$ cat config.mk
export PLATFORM = sky130hd
export DESIGN_NAME = adc_config_register_bank
export DESIGN_NICKNAME = d
export VERILOG_FILES = /design/src/hdl/adc_regs_pkg.sv /design/src/hdl/adc_config_register_bank.sv
export SDC_FILE = /design/constraint.sdc
export NUM_CORES = 1
export LEC_CHECK = 0
export BUFFER_PORTS_ARGS = -buffer_cell sky130_fd_sc_hd__buf_2
export CAP_MARGIN = 40
export CORE_MARGIN = 1.5
export CORE_UTILIZATION = 35
export DETAILED_ROUTE_END_ITERATION = 8
export HOLD_SLACK_MARGIN = 0.06
export SETUP_SLACK_MARGIN = 0.2
export SLEW_MARGIN = 10
export SYNTH_ARGS = -nofsm -noshare
export SYNTH_HDL_FRONTEND = slang
export SYNTH_SLANG_ARGS = --single-unit
$ cat constraint.sdc
create_clock -name i_clk_sys -period 3.3 [get_ports i_clk_sys]
set_clock_uncertainty 0.2 [all_clocks]
set_input_delay 0.33 -clock i_clk_sys [delete_from_list [all_inputs] [get_ports i_clk_sys]]
set_output_delay 0.33 -clock i_clk_sys [all_outputs]
set_load 0.05 [all_outputs]
$ cat src/hdl/adc_regs_pkg.sv
// constants, field layouts and carriers of the converter register bank
// assumes one system clock; the serial command engine drives the access port
package adc_regs_pkg;

  localparam int unsigned ADDR_W = 4;
  localparam int unsigned DATA_W = 8;
  localparam int unsigned NUM_REGS = 16;

  // register offsets
  localparam logic [3:0] OFS_GAIN_BURNOUT_CONFIG  = 4'h0;
  localparam logic [3:0] OFS_INPUT_CHANNEL_SELECT = 4'h1;
  localparam logic [3:0] OFS_ANALOG_CONTROL       = 4'h2;
  localparam logic [3:0] OFS_OFFSET_DAC_SETTING   = 4'h3;
  localparam logic [3:0] OFS_IO_PIN_DATA          = 4'h4;
  localparam logic [3:0] OFS_IO_PIN_DIRECTION     = 4'h5;
  localparam logic [3:0] OFS_IO_PIN_FUNCTION      = 4'h6;
  localparam logic [3:0] OFS_OFFSET_CAL_LOW       = 4'h7;
  localparam logic [3:0] OFS_OFFSET_CAL_MID       = 4'h8;
  localparam logic [3:0] OFS_OFFSET_CAL_HIGH      = 4'h9;
  localparam logic [3:0] OFS_GAIN_CAL_LOW         = 4'ha;
  localparam logic [3:0] OFS_GAIN_CAL_MID         = 4'hb;
  localparam logic [3:0] OFS_GAIN_CAL_HIGH        = 4'hc;
  localparam logic [3:0] OFS_RESULT_HIGH          = 4'hd;
  localparam logic [3:0] OFS_RESULT_MID           = 4'he;
  localparam logic [3:0] OFS_RESULT_LOW           = 4'hf;

  // reset values
  localparam logic [7:0] RST_INPUT_CHANNEL_SELECT = 8'h01;
  localparam logic [7:0] RST_ANALOG_CONTROL       = 8'h00;
  localparam logic [7:0] RST_ZERO                 = 8'h00;
  localparam logic [7:0] RST_IO_PIN_DIRECTION     = 8'hff;
  localparam logic [7:0] RST_GAIN_CAL_LOW         = 8'h59;
  localparam logic [7:0] RST_GAIN_CAL_MID         = 8'h55;
  localparam logic [7:0] RST_GAIN_CAL_HIGH        = 8'h55;
  localparam logic [3:0] RST_GAIN_SETUP_LOW       = 4'h0;
  localparam logic [3:0] CHAN_CODE_MAX            = 4'h7;

  // identification nibble, value arbitrary
  localparam logic [3:0] DEVICE_ID_DEFAULT = 4'h5;

  // writable analog control fields, bit 7 excluded
  typedef struct packed {
    logic       unipolar;
    logic       slow_modulator;
    logic       input_buffer_on;
    logic       output_bit_order;
    logic       half_range;
    logic [1:0] output_rate_select;
  } analog_control_t;

  typedef struct packed {
    logic [3:0] positive_input_select;
    logic [3:0] negative_input_select;
  } channel_select_t;

  typedef struct packed {
    logic       negative;
    logic [6:0] offset_magnitude;
  } offset_dac_t;

  // settings applied to the analog front end
  typedef struct packed {
    logic            burnout_source_enable;
    logic [2:0]      gain_select;
    channel_select_t chan;
    analog_control_t analog_control;
    offset_dac_t     offset_dac_setting;
    logic [23:0]     offset_cal;
    logic [23:0]     gain_cal;
  } front_end_cfg_t;

  // register access from the serial command engine
  typedef struct packed {
    logic       wr;
    logic       rd;
    logic [3:0] addr;
    logic [7:0] wdata;
  } reg_req_t;

  // updates from the calibration engine and converter
  typedef struct packed {
    logic        offset_cal_load;
    logic [23:0] offset_cal;
    logic        gain_cal_load;
    logic [23:0] gain_cal;
    logic        result_load;
    logic [23:0] result;
  } core_update_t;

endpackage

$ cat src/hdl/adc_config_register_bank.sv
// configuration and result register bank of a 24-bit delta-sigma converter
// assumes the serial command engine and converter core share i_clk_sys;
// the shared i/o pins and result-ready level arrive from outside and are synchronised
module adc_config_register_bank
#(
  parameter logic [3:0] DEVICE_ID = adc_regs_pkg::DEVICE_ID_DEFAULT,
  parameter int unsigned NUM_PINS = 8
) (
  // clock, reset, enable
  input  wire logic                         i_clk_sys,
  input  wire logic                         i_rst,
  input  wire logic                         i_clk_en,
  // register access
  input  wire adc_regs_pkg::reg_req_t       i_req,
  output logic [7:0]                        o_rdata,
  output logic                              o_rvalid,
  // converter and calibration updates
  input  wire adc_regs_pkg::core_update_t   i_core,
  // result-ready pin level, active low
  input  wire logic                         i_result_ready_n,
  // shared data pins
  input  wire logic [NUM_PINS-1:0]          i_pin,
  output logic [NUM_PINS-1:0]               o_pin,
  output logic [NUM_PINS-1:0]               o_pin_oe,
  // front end settings
  output adc_regs_pkg::front_end_cfg_t      o_cfg
);

  ////////////////////////////////////////////////////////////////////////////
  typedef struct packed {
    logic                          burnout_source_enable;
    logic [2:0]                    gain_select;
    adc_regs_pkg::channel_select_t chan;
    adc_regs_pkg::analog_control_t analog_control;
    adc_regs_pkg::offset_dac_t     offset_dac_setting;
    logic [7:0]                    io_pin_data;
    logic [7:0]                    io_pin_direction;
    logic [7:0]                    io_pin_function;
    logic [23:0]                   offset_cal;
    logic [23:0]                   gain_cal;
    logic [23:0]                   result;
    logic [1:0]                    rdy_sync;
    logic [NUM_PINS-1:0]           pin_meta;
    logic [NUM_PINS-1:0]           pin_sync;
    logic [7:0]                    rdata;
    logic                          rvalid;
    logic [NUM_PINS-1:0]           pin_out;
    logic [NUM_PINS-1:0]           pin_oe;
  } state_t;

  state_t s_q;
  state_t s_d;

  logic [7:0] pins_in_byte;
  logic [7:0] pin_readback;
  logic       rdy_level;

  ////////////////////////////////////////////////////////////////////////////
  // read-only views
  always_comb begin
    pins_in_byte = '0;
    pins_in_byte[NUM_PINS-1:0] = s_q.pin_sync;
    // digital output pins read back what is driven, digital inputs read the pin, analog pins read the data byte
    pin_readback = (s_q.io_pin_function & ~s_q.io_pin_direction & s_q.io_pin_data)
                 | (s_q.io_pin_function & s_q.io_pin_direction & pins_in_byte)
                 | (~s_q.io_pin_function & s_q.io_pin_data);
    rdy_level = s_q.rdy_sync[1];
  end

  ////////////////////////////////////////////////////////////////////////////
  always_comb begin
    s_d = s_q;
    // two-stage synchronisers; the first stage feeds only the second
    s_d.rdy_sync = {s_q.rdy_sync[0], i_result_ready_n};
    s_d.pin_meta = i_pin;
    s_d.pin_sync = s_q.pin_meta;
    s_d.rvalid = 1'b0;

    // core loads first so a host write in the same cycle wins afterwards
    if (i_core.offset_cal_load) begin
      s_d.offset_cal = i_core.offset_cal;
    end
    if (i_core.gain_cal_load) begin
      s_d.gain_cal = i_core.gain_cal;
    end
    if (i_core.result_load) begin
      s_d.result = i_core.result;
    end

    if (i_req.wr) begin
      if (i_req.addr == adc_regs_pkg::OFS_GAIN_BURNOUT_CONFIG) begin
        // id nibble is not stored, so writes cannot touch it
        s_d.burnout_source_enable = i_req.wdata[3];
        s_d.gain_select = i_req.wdata[2:0];
      end else if (i_req.addr == adc_regs_pkg::OFS_INPUT_CHANNEL_SELECT) begin
        s_d.chan = i_req.wdata;
      end else if (i_req.addr == adc_regs_pkg::OFS_ANALOG_CONTROL) begin
        s_d.analog_control = i_req.wdata[6:0];
      end else if (i_req.addr == adc_regs_pkg::OFS_OFFSET_DAC_SETTING) begin
        s_d.offset_dac_setting = i_req.wdata;
      end else if (i_req.addr == adc_regs_pkg::OFS_IO_PIN_DATA) begin
        s_d.io_pin_data = i_req.wdata;
      end else if (i_req.addr == adc_regs_pkg::OFS_IO_PIN_DIRECTION) begin
        s_d.io_pin_direction = i_req.wdata;
      end else if (i_req.addr == adc_regs_pkg::OFS_IO_PIN_FUNCTION) begin
        s_d.io_pin_function = i_req.wdata;
      end else if (i_req.addr == adc_regs_pkg::OFS_OFFSET_CAL_LOW) begin
        s_d.offset_cal[7:0] = i_req.wdata;
      end else if (i_req.addr == adc_regs_pkg::OFS_OFFSET_CAL_MID) begin
        s_d.offset_cal[15:8] = i_req.wdata;
      end else if (i_req.addr == adc_regs_pkg::OFS_OFFSET_CAL_HIGH) begin
        s_d.offset_cal[23:16] = i_req.wdata;
      end else if (i_req.addr == adc_regs_pkg::OFS_GAIN_CAL_LOW) begin
        s_d.gain_cal[7:0] = i_req.wdata;
      end else if (i_req.addr == adc_regs_pkg::OFS_GAIN_CAL_MID) begin
        s_d.gain_cal[15:8] = i_req.wdata;
      end else if (i_req.addr == adc_regs_pkg::OFS_GAIN_CAL_HIGH) begin
        s_d.gain_cal[23:16] = i_req.wdata;
      end
      // result bytes have no write path
    end

    if (i_req.rd) begin
      s_d.rvalid = 1'b1;
      if (i_req.addr == adc_regs_pkg::OFS_GAIN_BURNOUT_CONFIG) begin
        s_d.rdata = {DEVICE_ID, s_q.burnout_source_enable, s_q.gain_select};
      end else if (i_req.addr == adc_regs_pkg::OFS_INPUT_CHANNEL_SELECT) begin
        s_d.rdata = s_q.chan;
      end else if (i_req.addr == adc_regs_pkg::OFS_ANALOG_CONTROL) begin
        s_d.rdata = {rdy_level, s_q.analog_control};
      end else if (i_req.addr == adc_regs_pkg::OFS_OFFSET_DAC_SETTING) begin
        s_d.rdata = s_q.offset_dac_setting;
      end else if (i_req.addr == adc_regs_pkg::OFS_IO_PIN_DATA) begin
        s_d.rdata = pin_readback;
      end else if (i_req.addr == adc_regs_pkg::OFS_IO_PIN_DIRECTION) begin
        s_d.rdata = s_q.io_pin_direction;
      end else if (i_req.addr == adc_regs_pkg::OFS_IO_PIN_FUNCTION) begin
        s_d.rdata = s_q.io_pin_function;
      end else if (i_req.addr == adc_regs_pkg::OFS_OFFSET_CAL_LOW) begin
        s_d.rdata = s_q.offset_cal[7:0];
      end else if (i_req.addr == adc_regs_pkg::OFS_OFFSET_CAL_MID) begin
        s_d.rdata = s_q.offset_cal[15:8];
      end else if (i_req.addr == adc_regs_pkg::OFS_OFFSET_CAL_HIGH) begin
        s_d.rdata = s_q.offset_cal[23:16];
      end else if (i_req.addr == adc_regs_pkg::OFS_GAIN_CAL_LOW) begin
        s_d.rdata = s_q.gain_cal[7:0];
      end else if (i_req.addr == adc_regs_pkg::OFS_GAIN_CAL_MID) begin
        s_d.rdata = s_q.gain_cal[15:8];
      end else if (i_req.addr == adc_regs_pkg::OFS_GAIN_CAL_HIGH) begin
        s_d.rdata = s_q.gain_cal[23:16];
      end else if (i_req.addr == adc_regs_pkg::OFS_RESULT_HIGH) begin
        s_d.rdata = s_q.result[23:16];
      end else if (i_req.addr == adc_regs_pkg::OFS_RESULT_MID) begin
        s_d.rdata = s_q.result[15:8];
      end else begin
        s_d.rdata = s_q.result[7:0];
      end
    end

    // pins driven only when digital and direction is output
    s_d.pin_oe = s_d.io_pin_function[NUM_PINS-1:0]
               & ~s_d.io_pin_direction[NUM_PINS-1:0];
    s_d.pin_out = s_d.io_pin_data[NUM_PINS-1:0];
  end

  ////////////////////////////////////////////////////////////////////////////
  always_ff @(posedge i_clk_sys) begin
    if (i_rst) begin
      s_q.burnout_source_enable <= 1'b0;
      s_q.gain_select           <= adc_regs_pkg::RST_GAIN_SETUP_LOW[2:0];
      s_q.chan                  <= adc_regs_pkg::RST_INPUT_CHANNEL_SELECT;
      s_q.analog_control                   <= adc_regs_pkg::RST_ANALOG_CONTROL[6:0];
      s_q.offset_dac_setting                  <= adc_regs_pkg::RST_ZERO;
      s_q.io_pin_data           <= adc_regs_pkg::RST_ZERO;
      s_q.io_pin_direction      <= adc_regs_pkg::RST_IO_PIN_DIRECTION;
      s_q.io_pin_function       <= adc_regs_pkg::RST_ZERO;
      s_q.offset_cal            <= {3{adc_regs_pkg::RST_ZERO}};
      s_q.gain_cal              <= {adc_regs_pkg::RST_GAIN_CAL_HIGH,
                                    adc_regs_pkg::RST_GAIN_CAL_MID,
                                    adc_regs_pkg::RST_GAIN_CAL_LOW};
      s_q.result                <= {3{adc_regs_pkg::RST_ZERO}};
      s_q.rdy_sync              <= 2'h3;
      s_q.pin_meta              <= '0;
      s_q.pin_sync              <= '0;
      s_q.rdata                 <= adc_regs_pkg::RST_ZERO;
      s_q.rvalid                <= 1'b0;
      s_q.pin_out               <= '0;
      s_q.pin_oe                <= '0;
    end else if (i_clk_en) begin
      s_q <= s_d;
    end
  end

  ////////////////////////////////////////////////////////////////////////////
  always_comb begin
    o_rdata  = s_q.rdata;
    o_rvalid = s_q.rvalid;
    o_pin    = s_q.pin_out;
    o_pin_oe = s_q.pin_oe;
    o_cfg.burnout_source_enable = s_q.burnout_source_enable;
    o_cfg.gain_select           = s_q.gain_select;
    o_cfg.chan                  = s_q.chan;
    o_cfg.analog_control                   = s_q.analog_control;
    o_cfg.offset_dac_setting                  = s_q.offset_dac_setting;
    o_cfg.offset_cal            = s_q.offset_cal;
    o_cfg.gain_cal              = s_q.gain_cal;
  end

  ////////////////////////////////////////////////////////////////////////////
  // checks
  AST_ID_READ: assert property (@(posedge i_clk_sys) disable iff (i_rst)
    i_clk_en && i_req.rd && i_req.addr == adc_regs_pkg::OFS_GAIN_BURNOUT_CONFIG
    |=> o_rvalid && o_rdata[7:4] == DEVICE_ID)
    else $error("id nibble wrong on read");

  AST_BURNOUT_WRITE: assert property (@(posedge i_clk_sys) disable iff (i_rst)
    i_clk_en && i_req.wr && i_req.addr == adc_regs_pkg::OFS_GAIN_BURNOUT_CONFIG
    |=> o_cfg.burnout_source_enable == $past(i_req.wdata[3])
        && o_cfg.gain_select == $past(i_req.wdata[2:0]))
    else $error("gain setup write not applied");

  // looked at on the release edge: before the first reset edge the state is unknown
  AST_CHAN_RESET: assert property (@(posedge i_clk_sys)
    $fell(i_rst) |-> o_cfg.chan == adc_regs_pkg::RST_INPUT_CHANNEL_SELECT)
    else $error("channel select reset value wrong");

  AST_ACR_RESET: assert property (@(posedge i_clk_sys)
    $fell(i_rst) |-> o_cfg.analog_control == adc_regs_pkg::RST_ANALOG_CONTROL[6:0])
    else $error("analog control reset value wrong");

  AST_READY_MIRROR: assert property (@(posedge i_clk_sys) disable iff (i_rst)
    i_clk_en && i_req.rd && i_req.addr == adc_regs_pkg::OFS_ANALOG_CONTROL
    |=> o_rdata == {$past(rdy_level), $past(s_q.analog_control)})
    else $error("ready mirror bit wrong");

  AST_DIR_RESET: assert property (@(posedge i_clk_sys)
    $fell(i_rst) |-> o_pin_oe == '0)
    else $error("pins driven after reset");

  AST_PIN_DRIVE: assert property (@(posedge i_clk_sys) disable iff (i_rst)
    o_pin_oe == (s_q.io_pin_function[NUM_PINS-1:0] & ~s_q.io_pin_direction[NUM_PINS-1:0]))
    else $error("pin enable disagrees with function and direction");

  AST_RESULT_RO: assert property (@(posedge i_clk_sys) disable iff (i_rst)
    i_clk_en && i_req.wr && i_req.addr >= adc_regs_pkg::OFS_RESULT_HIGH
    && !i_core.result_load |=> $stable(s_q.result))
    else $error("result changed by host write");

  AST_RESULT_ORDER: assert property (@(posedge i_clk_sys) disable iff (i_rst)
    i_clk_en && i_req.rd && i_req.addr == adc_regs_pkg::OFS_RESULT_HIGH
    |=> o_rdata == $past(s_q.result[23:16]))
    else $error("result high byte wrong");

  AST_OFFSET_LOW: assert property (@(posedge i_clk_sys) disable iff (i_rst)
    i_clk_en && i_req.wr && i_req.addr == adc_regs_pkg::OFS_OFFSET_CAL_LOW
    |=> o_cfg.offset_cal[7:0] == $past(i_req.wdata))
    else $error("offset low byte not written");

  AST_RVALID_PULSE: assert property (@(posedge i_clk_sys) disable iff (i_rst)
    i_clk_en |=> o_rvalid == $past(i_req.rd))
    else $error("read valid is not a one-cycle answer");

  AST_POS_SELECT: assert property (@(posedge i_clk_sys) disable iff (i_rst)
    i_clk_en && i_req.wr && i_req.addr == adc_regs_pkg::OFS_INPUT_CHANNEL_SELECT
    |=> o_cfg.chan.positive_input_select == $past(i_req.wdata[7:4]))
    else $error("positive input select not written");

  AST_NEG_SELECT: assert property (@(posedge i_clk_sys) disable iff (i_rst)
    i_clk_en && i_req.wr && i_req.addr == adc_regs_pkg::OFS_INPUT_CHANNEL_SELECT
    |=> o_cfg.chan.negative_input_select == $past(i_req.wdata[3:0]))
    else $error("negative input select not written");

  AST_CODING_WRITE: assert property (@(posedge i_clk_sys) disable iff (i_rst)
    i_clk_en && i_req.wr && i_req.addr == adc_regs_pkg::OFS_ANALOG_CONTROL
    |=> o_cfg.analog_control.unipolar == $past(i_req.wdata[6]))
    else $error("output coding bit not written");

  AST_SPEED_WRITE: assert property (@(posedge i_clk_sys) disable iff (i_rst)
    i_clk_en && i_req.wr && i_req.addr == adc_regs_pkg::OFS_ANALOG_CONTROL
    |=> o_cfg.analog_control.slow_modulator == $past(i_req.wdata[5]))
    else $error("modulator speed bit not written");

  AST_BUFFER_WRITE: assert property (@(posedge i_clk_sys) disable iff (i_rst)
    i_clk_en && i_req.wr && i_req.addr == adc_regs_pkg::OFS_ANALOG_CONTROL
    |=> o_cfg.analog_control.input_buffer_on == $past(i_req.wdata[4]))
    else $error("input buffer bit not written");

  AST_ORDER_WRITE: assert property (@(posedge i_clk_sys) disable iff (i_rst)
    i_clk_en && i_req.wr && i_req.addr == adc_regs_pkg::OFS_ANALOG_CONTROL
    |=> o_cfg.analog_control.output_bit_order == $past(i_req.wdata[3]))
    else $error("bit order not written");

  AST_RANGE_WRITE: assert property (@(posedge i_clk_sys) disable iff (i_rst)
    i_clk_en && i_req.wr && i_req.addr == adc_regs_pkg::OFS_ANALOG_CONTROL
    |=> o_cfg.analog_control.half_range == $past(i_req.wdata[2]))
    else $error("range bit not written");

  AST_RATE_WRITE: assert property (@(posedge i_clk_sys) disable iff (i_rst)
    i_clk_en && i_req.wr && i_req.addr == adc_regs_pkg::OFS_ANALOG_CONTROL
    |=> o_cfg.analog_control.output_rate_select == $past(i_req.wdata[1:0]))
    else $error("output rate not written");

  AST_OFFSET_DAC_SETTING_MAGNITUDE: assert property (@(posedge i_clk_sys) disable iff (i_rst)
    i_clk_en && i_req.wr && i_req.addr == adc_regs_pkg::OFS_OFFSET_DAC_SETTING
    |=> o_cfg.offset_dac_setting.offset_magnitude == $past(i_req.wdata[6:0]))
    else $error("offset dac magnitude not written");

  AST_OFFSET_DAC_SETTING_SIGN: assert property (@(posedge i_clk_sys) disable iff (i_rst)
    i_clk_en && i_req.wr && i_req.addr == adc_regs_pkg::OFS_OFFSET_DAC_SETTING
    |=> o_cfg.offset_dac_setting.negative == $past(i_req.wdata[7]))
    else $error("offset dac sign not written");

  AST_GAIN_HIGH: assert property (@(posedge i_clk_sys) disable iff (i_rst)
    i_clk_en && i_req.wr && i_req.addr == adc_regs_pkg::OFS_GAIN_CAL_HIGH
    |=> o_cfg.gain_cal[23:16] == $past(i_req.wdata))
    else $error("gain high byte not written");

  AST_RESULT_LOW: assert property (@(posedge i_clk_sys) disable iff (i_rst)
    i_clk_en && i_req.rd && i_req.addr == adc_regs_pkg::OFS_RESULT_LOW
    |=> o_rdata == $past(s_q.result[7:0]))
    else $error("result low byte wrong");

endmodule

Word-level counts from Yosys, hierarchy flattened

Cells that the tools add are included.
Widths: inputs -> output; s select.

Register bits after elaboration: 158
Latch bits: 0
Input bits: 101
Memory bits (writable): 0
Logic and storage cells: 103
Memories: 0
Memory bits (read-only): 0

Bitwise logic cells: 15
Eq/ne operators: 14
Shift-type cells: 0
Div/mod/pow operators: 0
$add $sub $neg: 0
$lt $le $gt $ge: 0
Muxes and demuxes: 42
Reductions and logical operators: 8
Multipliers: 0

Operators by type and width:

| kind               | count |
|---|---|
| $mux 72            | 5 |
| $mux 8             | 26 |
| $mux 24            | 5 |
| $mux 64            | 1 |
| $mux 56            | 1 |
| $and 8x8->8        | 6 |
| $mux 48            | 1 |
| $mux 16            | 2 |
| $eq 4x4->1 const B | 7 |
| $not 8->8          | 3 |
| $eq 4x3->1 const B | 4 |
| $or 8x8->8         | 2 |
| $eq 4x2->1 const B | 2 |
| $reduce_and 7->1   | 1 |
| $reduce_and 6->1   | 1 |
| $reduce_and 5->1   | 1 |
| $eq 4x1->1 const B | 1 |
| $logic_not 4->1    | 1 |
| $not 1->1          | 4 |
| $reduce_and 2->1   | 2 |
| $reduce_and 4->1   | 1 |
| $reduce_and 3->1   | 1 |
| $mux 1             | 1 |

Longest topological paths before layout

Word-level depth: 17
Depth in mapped cells: 9
Gate-level depth less buffers: 5

Worst setup path after synthesis

No wires, ideal clock.

Kind: input to register
Start: input port i_req[9] (netlist name)
End: register s_q, in the netlist o_rdata[7]
Stages: 7
Library setup time: 88 ps
Path slack: 1,398 ps
Arrival time: 1,614 ps
Cell sequence: buf_4 > buf_6 > mux2i_1 > a21o_1 > a311o_1 > a41o_1 > a311oi_2

Word-level cells in the longest chain between the ends: 16

RTL lines:

| item               | line                            | RTL |
|---|---|---|
| start: declaration | adc_config_register_bank.sv:14  | `input wire adc_regs_pkg::reg_req_t i_req,` |
| $eq 4x4->1         | adc_config_register_bank.sv:153 | `end else if (i_req.addr == adc_regs_pkg::OFS_RESULT_MID) begin` |
| $mux 8             | adc_config_register_bank.sv:153 |  |
| $mux 8             | adc_config_register_bank.sv:151 | `end else if (i_req.addr == adc_regs_pkg::OFS_RESULT_HIGH) begin` |
| $mux 8             | adc_config_register_bank.sv:149 | `end else if (i_req.addr == adc_regs_pkg::OFS_GAIN_CAL_HIGH) begin` |
| $mux 8             | adc_config_register_bank.sv:147 | `end else if (i_req.addr == adc_regs_pkg::OFS_GAIN_CAL_MID) begin` |
| $mux 8             | adc_config_register_bank.sv:145 | `end else if (i_req.addr == adc_regs_pkg::OFS_GAIN_CAL_LOW) begin` |
| $mux 8             | adc_config_register_bank.sv:143 | `end else if (i_req.addr == adc_regs_pkg::OFS_OFFSET_CAL_HIGH) begin` |
| $mux 8             | adc_config_register_bank.sv:141 | `end else if (i_req.addr == adc_regs_pkg::OFS_OFFSET_CAL_MID) begin` |
| $mux 8             | adc_config_register_bank.sv:139 | `end else if (i_req.addr == adc_regs_pkg::OFS_OFFSET_CAL_LOW) begin` |
| $mux 8             | adc_config_register_bank.sv:137 | `end else if (i_req.addr == adc_regs_pkg::OFS_IO_PIN_FUNCTION) begin` |
| $mux 8             | adc_config_register_bank.sv:135 | `end else if (i_req.addr == adc_regs_pkg::OFS_IO_PIN_DIRECTION) begin` |
| $mux 8             | adc_config_register_bank.sv:133 | `end else if (i_req.addr == adc_regs_pkg::OFS_IO_PIN_DATA) begin` |
| $mux 8             | adc_config_register_bank.sv:131 | `end else if (i_req.addr == adc_regs_pkg::OFS_OFFSET_DAC_SETTING) begin` |
| $mux 8             | adc_config_register_bank.sv:129 | `end else if (i_req.addr == adc_regs_pkg::OFS_ANALOG_CONTROL) begin` |
| $mux 8             | adc_config_register_bank.sv:127 | `end else if (i_req.addr == adc_regs_pkg::OFS_INPUT_CHANNEL_SELECT) begin` |
| $mux 8 *           | adc_config_register_bank.sv:125 | `if (i_req.addr == adc_regs_pkg::OFS_GAIN_BURNOUT_CONFIG) begin` |
| end: declaration   | adc_config_register_bank.sv:51  | `state_t s_q;` |

Mark *: on every way between the ends. The rest lies on a longest branch, timed or not.
A chain may end at the register's enable or synchronous reset.

Worst setup path in the final report

Start: input port i_req[11] (netlist name)
End: register s_q, in the netlist o_rdata[4]

Same word-level chain as after synthesis.

==> qor.csv <==
metric,value,unit
clock_path_buffers,2,
portBuffers,200,
cp_max_fo,21,
yosys_warnings,0,
synth-async-reset-ratio,0,%
wl,32.5,mm
path_cells,buf_2 > nor2b_1 > o32ai_1 > a221o_1 > a311oi_1 > o22ai_1,
final_cells,1578,
synthesis.nets,1224,
viasPerCell,5.57,
synth_cell_types,74,
power_frac_seq,42.4,%
clock-sinks,158,
p_int,0.00337,W
grt_overflow_total,0,
cap_violations,0,
core_area,25100,um2
outcome,"finished, final reports clean",
start_util,35.7,%
crit_type,in -> reg,
p_switching,0.00152,W
power_switching_share,31.0,%
synth_area,8950,um2
synthToLayoutAreaGrowth,17.9,%
critPathLaunchType,input pin,
max_stage_delay,740,ps
dr.pass1.iters,6,
slowest_stage,nor2b_1,
p_clk_share,39.6,%
arrival,2390,ps
utilization,42.0,%
tightest_slew,839,ps
fmax,0.440,GHz
rsz0062_at_grt,no,
track_usage,24.1,%
seqCellArea,3160,um2
crit_required,3410,ps
hold_path_class,in -> reg,
multiInputGateArea,4550,um2
root_buffer,clkbuf_16,
vias,8790,
ios,201,
final_common_cell,buf_2,
wire_per_inst,20.6,um
hpwl,22.9,mm
p_leak,4.26,nW
synth-main-ff-cell,dfxtp_1,
path_buf_inv,1,
setup_tns,0,ps
grt_pass1_vias,8007,
rows,58,
min_period_over_period,68.8,%
drive_gt1_share,22.8,%
combPwrFrac,18.0,%
maxSlewViolCount,0,
die_w,163,um
drt_iter0_drc,973,
fp.dieArea,26500,um2
grt_first_pass_wirelength,48.4,mm
hold_viol,0,
dieHeight,163,um
seq_area_frac_synth,35.3,%
ctsResizeCount,0,
cp-end-kind,flop,
dp.cells,1483,
final_cell_mix,"buf_2 (199), nand2_1 (189), dfxtp_1 (158), a21oi_1 (100), nand3_1 (67)",
numCtsBuffers,17,
n_fill_cell,2625,
ys_seq_elements,158,
relSlewSlack,44.0,%
setup_violations,0,
syn_avg_cell_area,7.97,um2
n_antenna_cell,0,
cp_top_family,compound AO/OA/AOI/OAI gates,
synthCells,1123,
htreeDepth,4,
gp_congestion,0.927,
ir_drop,0.367,mV
synth_edf_count,0,
power,0.00488,W
min_period,2270,ps
drc,0,
powerDensity,463,nW/um2
grt_max_degree,97,
cts_tree,done,
antenna_found_initial,0,
fin_nets,1336,
final_antenna_net_count,0,
insertion_delay,440,ps
path_clk_slew,70,ps
layout make-up:
| cell class | count | share of cell area [%] |
|---|---|---|
| clock buffers | 20 | 4.33 |
| inverters | 5 | 0.178 |
| multi-input cells | 766 | 43.1 |
| clock inverters | 12 | 1.06 |
| repair buffers | 287 | 17.4 |
| well taps | 330 | 3.91 |
| flip-flops and latches | 158 | 30.0 |
worst reg2reg max path, stage by stage (launching register included):
cell	delay, ps
dfxtp_1	410
a21bo_2	260
o2111a_1	260
or4_1	550
o22ai_1	140
o21bai_1	130
timing repair:
| item | in CTS | in global routing |
|---|---|---|
| hold buffers | 63 | 0 |
| setup buffers | 0 | 0 |
| endpoints found under the hold margin | 63 | 0 |
cell families after synthesis:
group                  count (synthesis)  synth area share (%)
AND/OR/NAND/NOR                      407                  21.5
AO/OA/AOI/OAI                        298                  22.1
multiplexers                          61                  7.27
buffers and inverters                199                  13.8
flip-flops                           158                  35.3
sequential cells by signal (all words and copies together), names as in the netlist:
register	count
o_cfg	75
o_pin	8
o_pin_oe	8
o_rdata	8
o_rvalid	1
pins_in_byte	8
rdy_level	1
s_d	9
s_q	40
routing by layer:
layer / GRT usage, % / share of wire, % / up-vias / wire (um)
li1: - / - / 4125 / -
met1: 32.2 / 44 / 4239 / 14200
met2: 39.5 / 47 / 395 / 15400
met3: 4.53 / 7.4 / 31 / 2410
met4: 6.55 / 1.4 / 0 / 451
met5: 0 / 0 / - / 0
cell usage after synthesis, drive strengths merged, types with 12 or more instances:
library cell	n	share of area (%)
nand2	189	7.9
dfxtp	158	35
buf	144	12
a21oi	100	5.6
nor2	73	3.6
nand3	67	3.7
o21ai	55	3.1
clkbuf	50	2.1
mux2i	47	5.3
a311oi	24	2.4
nand2b	24	1.7
a211oi	20	1.7
nand3b	15	1.5
a221o	14	1.6
mux2	12	1.5
path summary, 6_finish.rpt:
check,cells after the start,slack (ps),from,end
max,6,1030,i_req[11],o_rdata[4]
min,4,60,i_core[47],o_cfg[22]
max reg2reg,5,1300,o_pin[1],o_rdata[1]
min reg2reg,1,260,s_d[42],rdy_level
power by group through the flow:
stage | sequential [W] | clock, W | combinational, W
4_1_cts | 0.00207 | 0.00194 | 0.000870
3_5_place_dp | 0.00211 | 0 | 0.000810
5_1_grt | 0.00207 | 0.00202 | 0.000934
6_report | 0.00207 | 0.00193 | 0.000880
2_1_floorplan | 0.00207 | 0 | 0.000647
3_3_place_gp | 0.00211 | 0 | 0.000805
metrics by stage:
step	hold slack, ps	setup slack, ps	instance area [um2]
2_1_floorplan	231	1400	8950
3_3_place_gp	243	635	9360
3_5_place_dp	242	648	9360
4_1_cts	60.5	1100	10600
5_1_grt	65.3	912	10600
6_report	63.0	1030	10600
No activity file was read; power rests on OpenSTA's default activity.
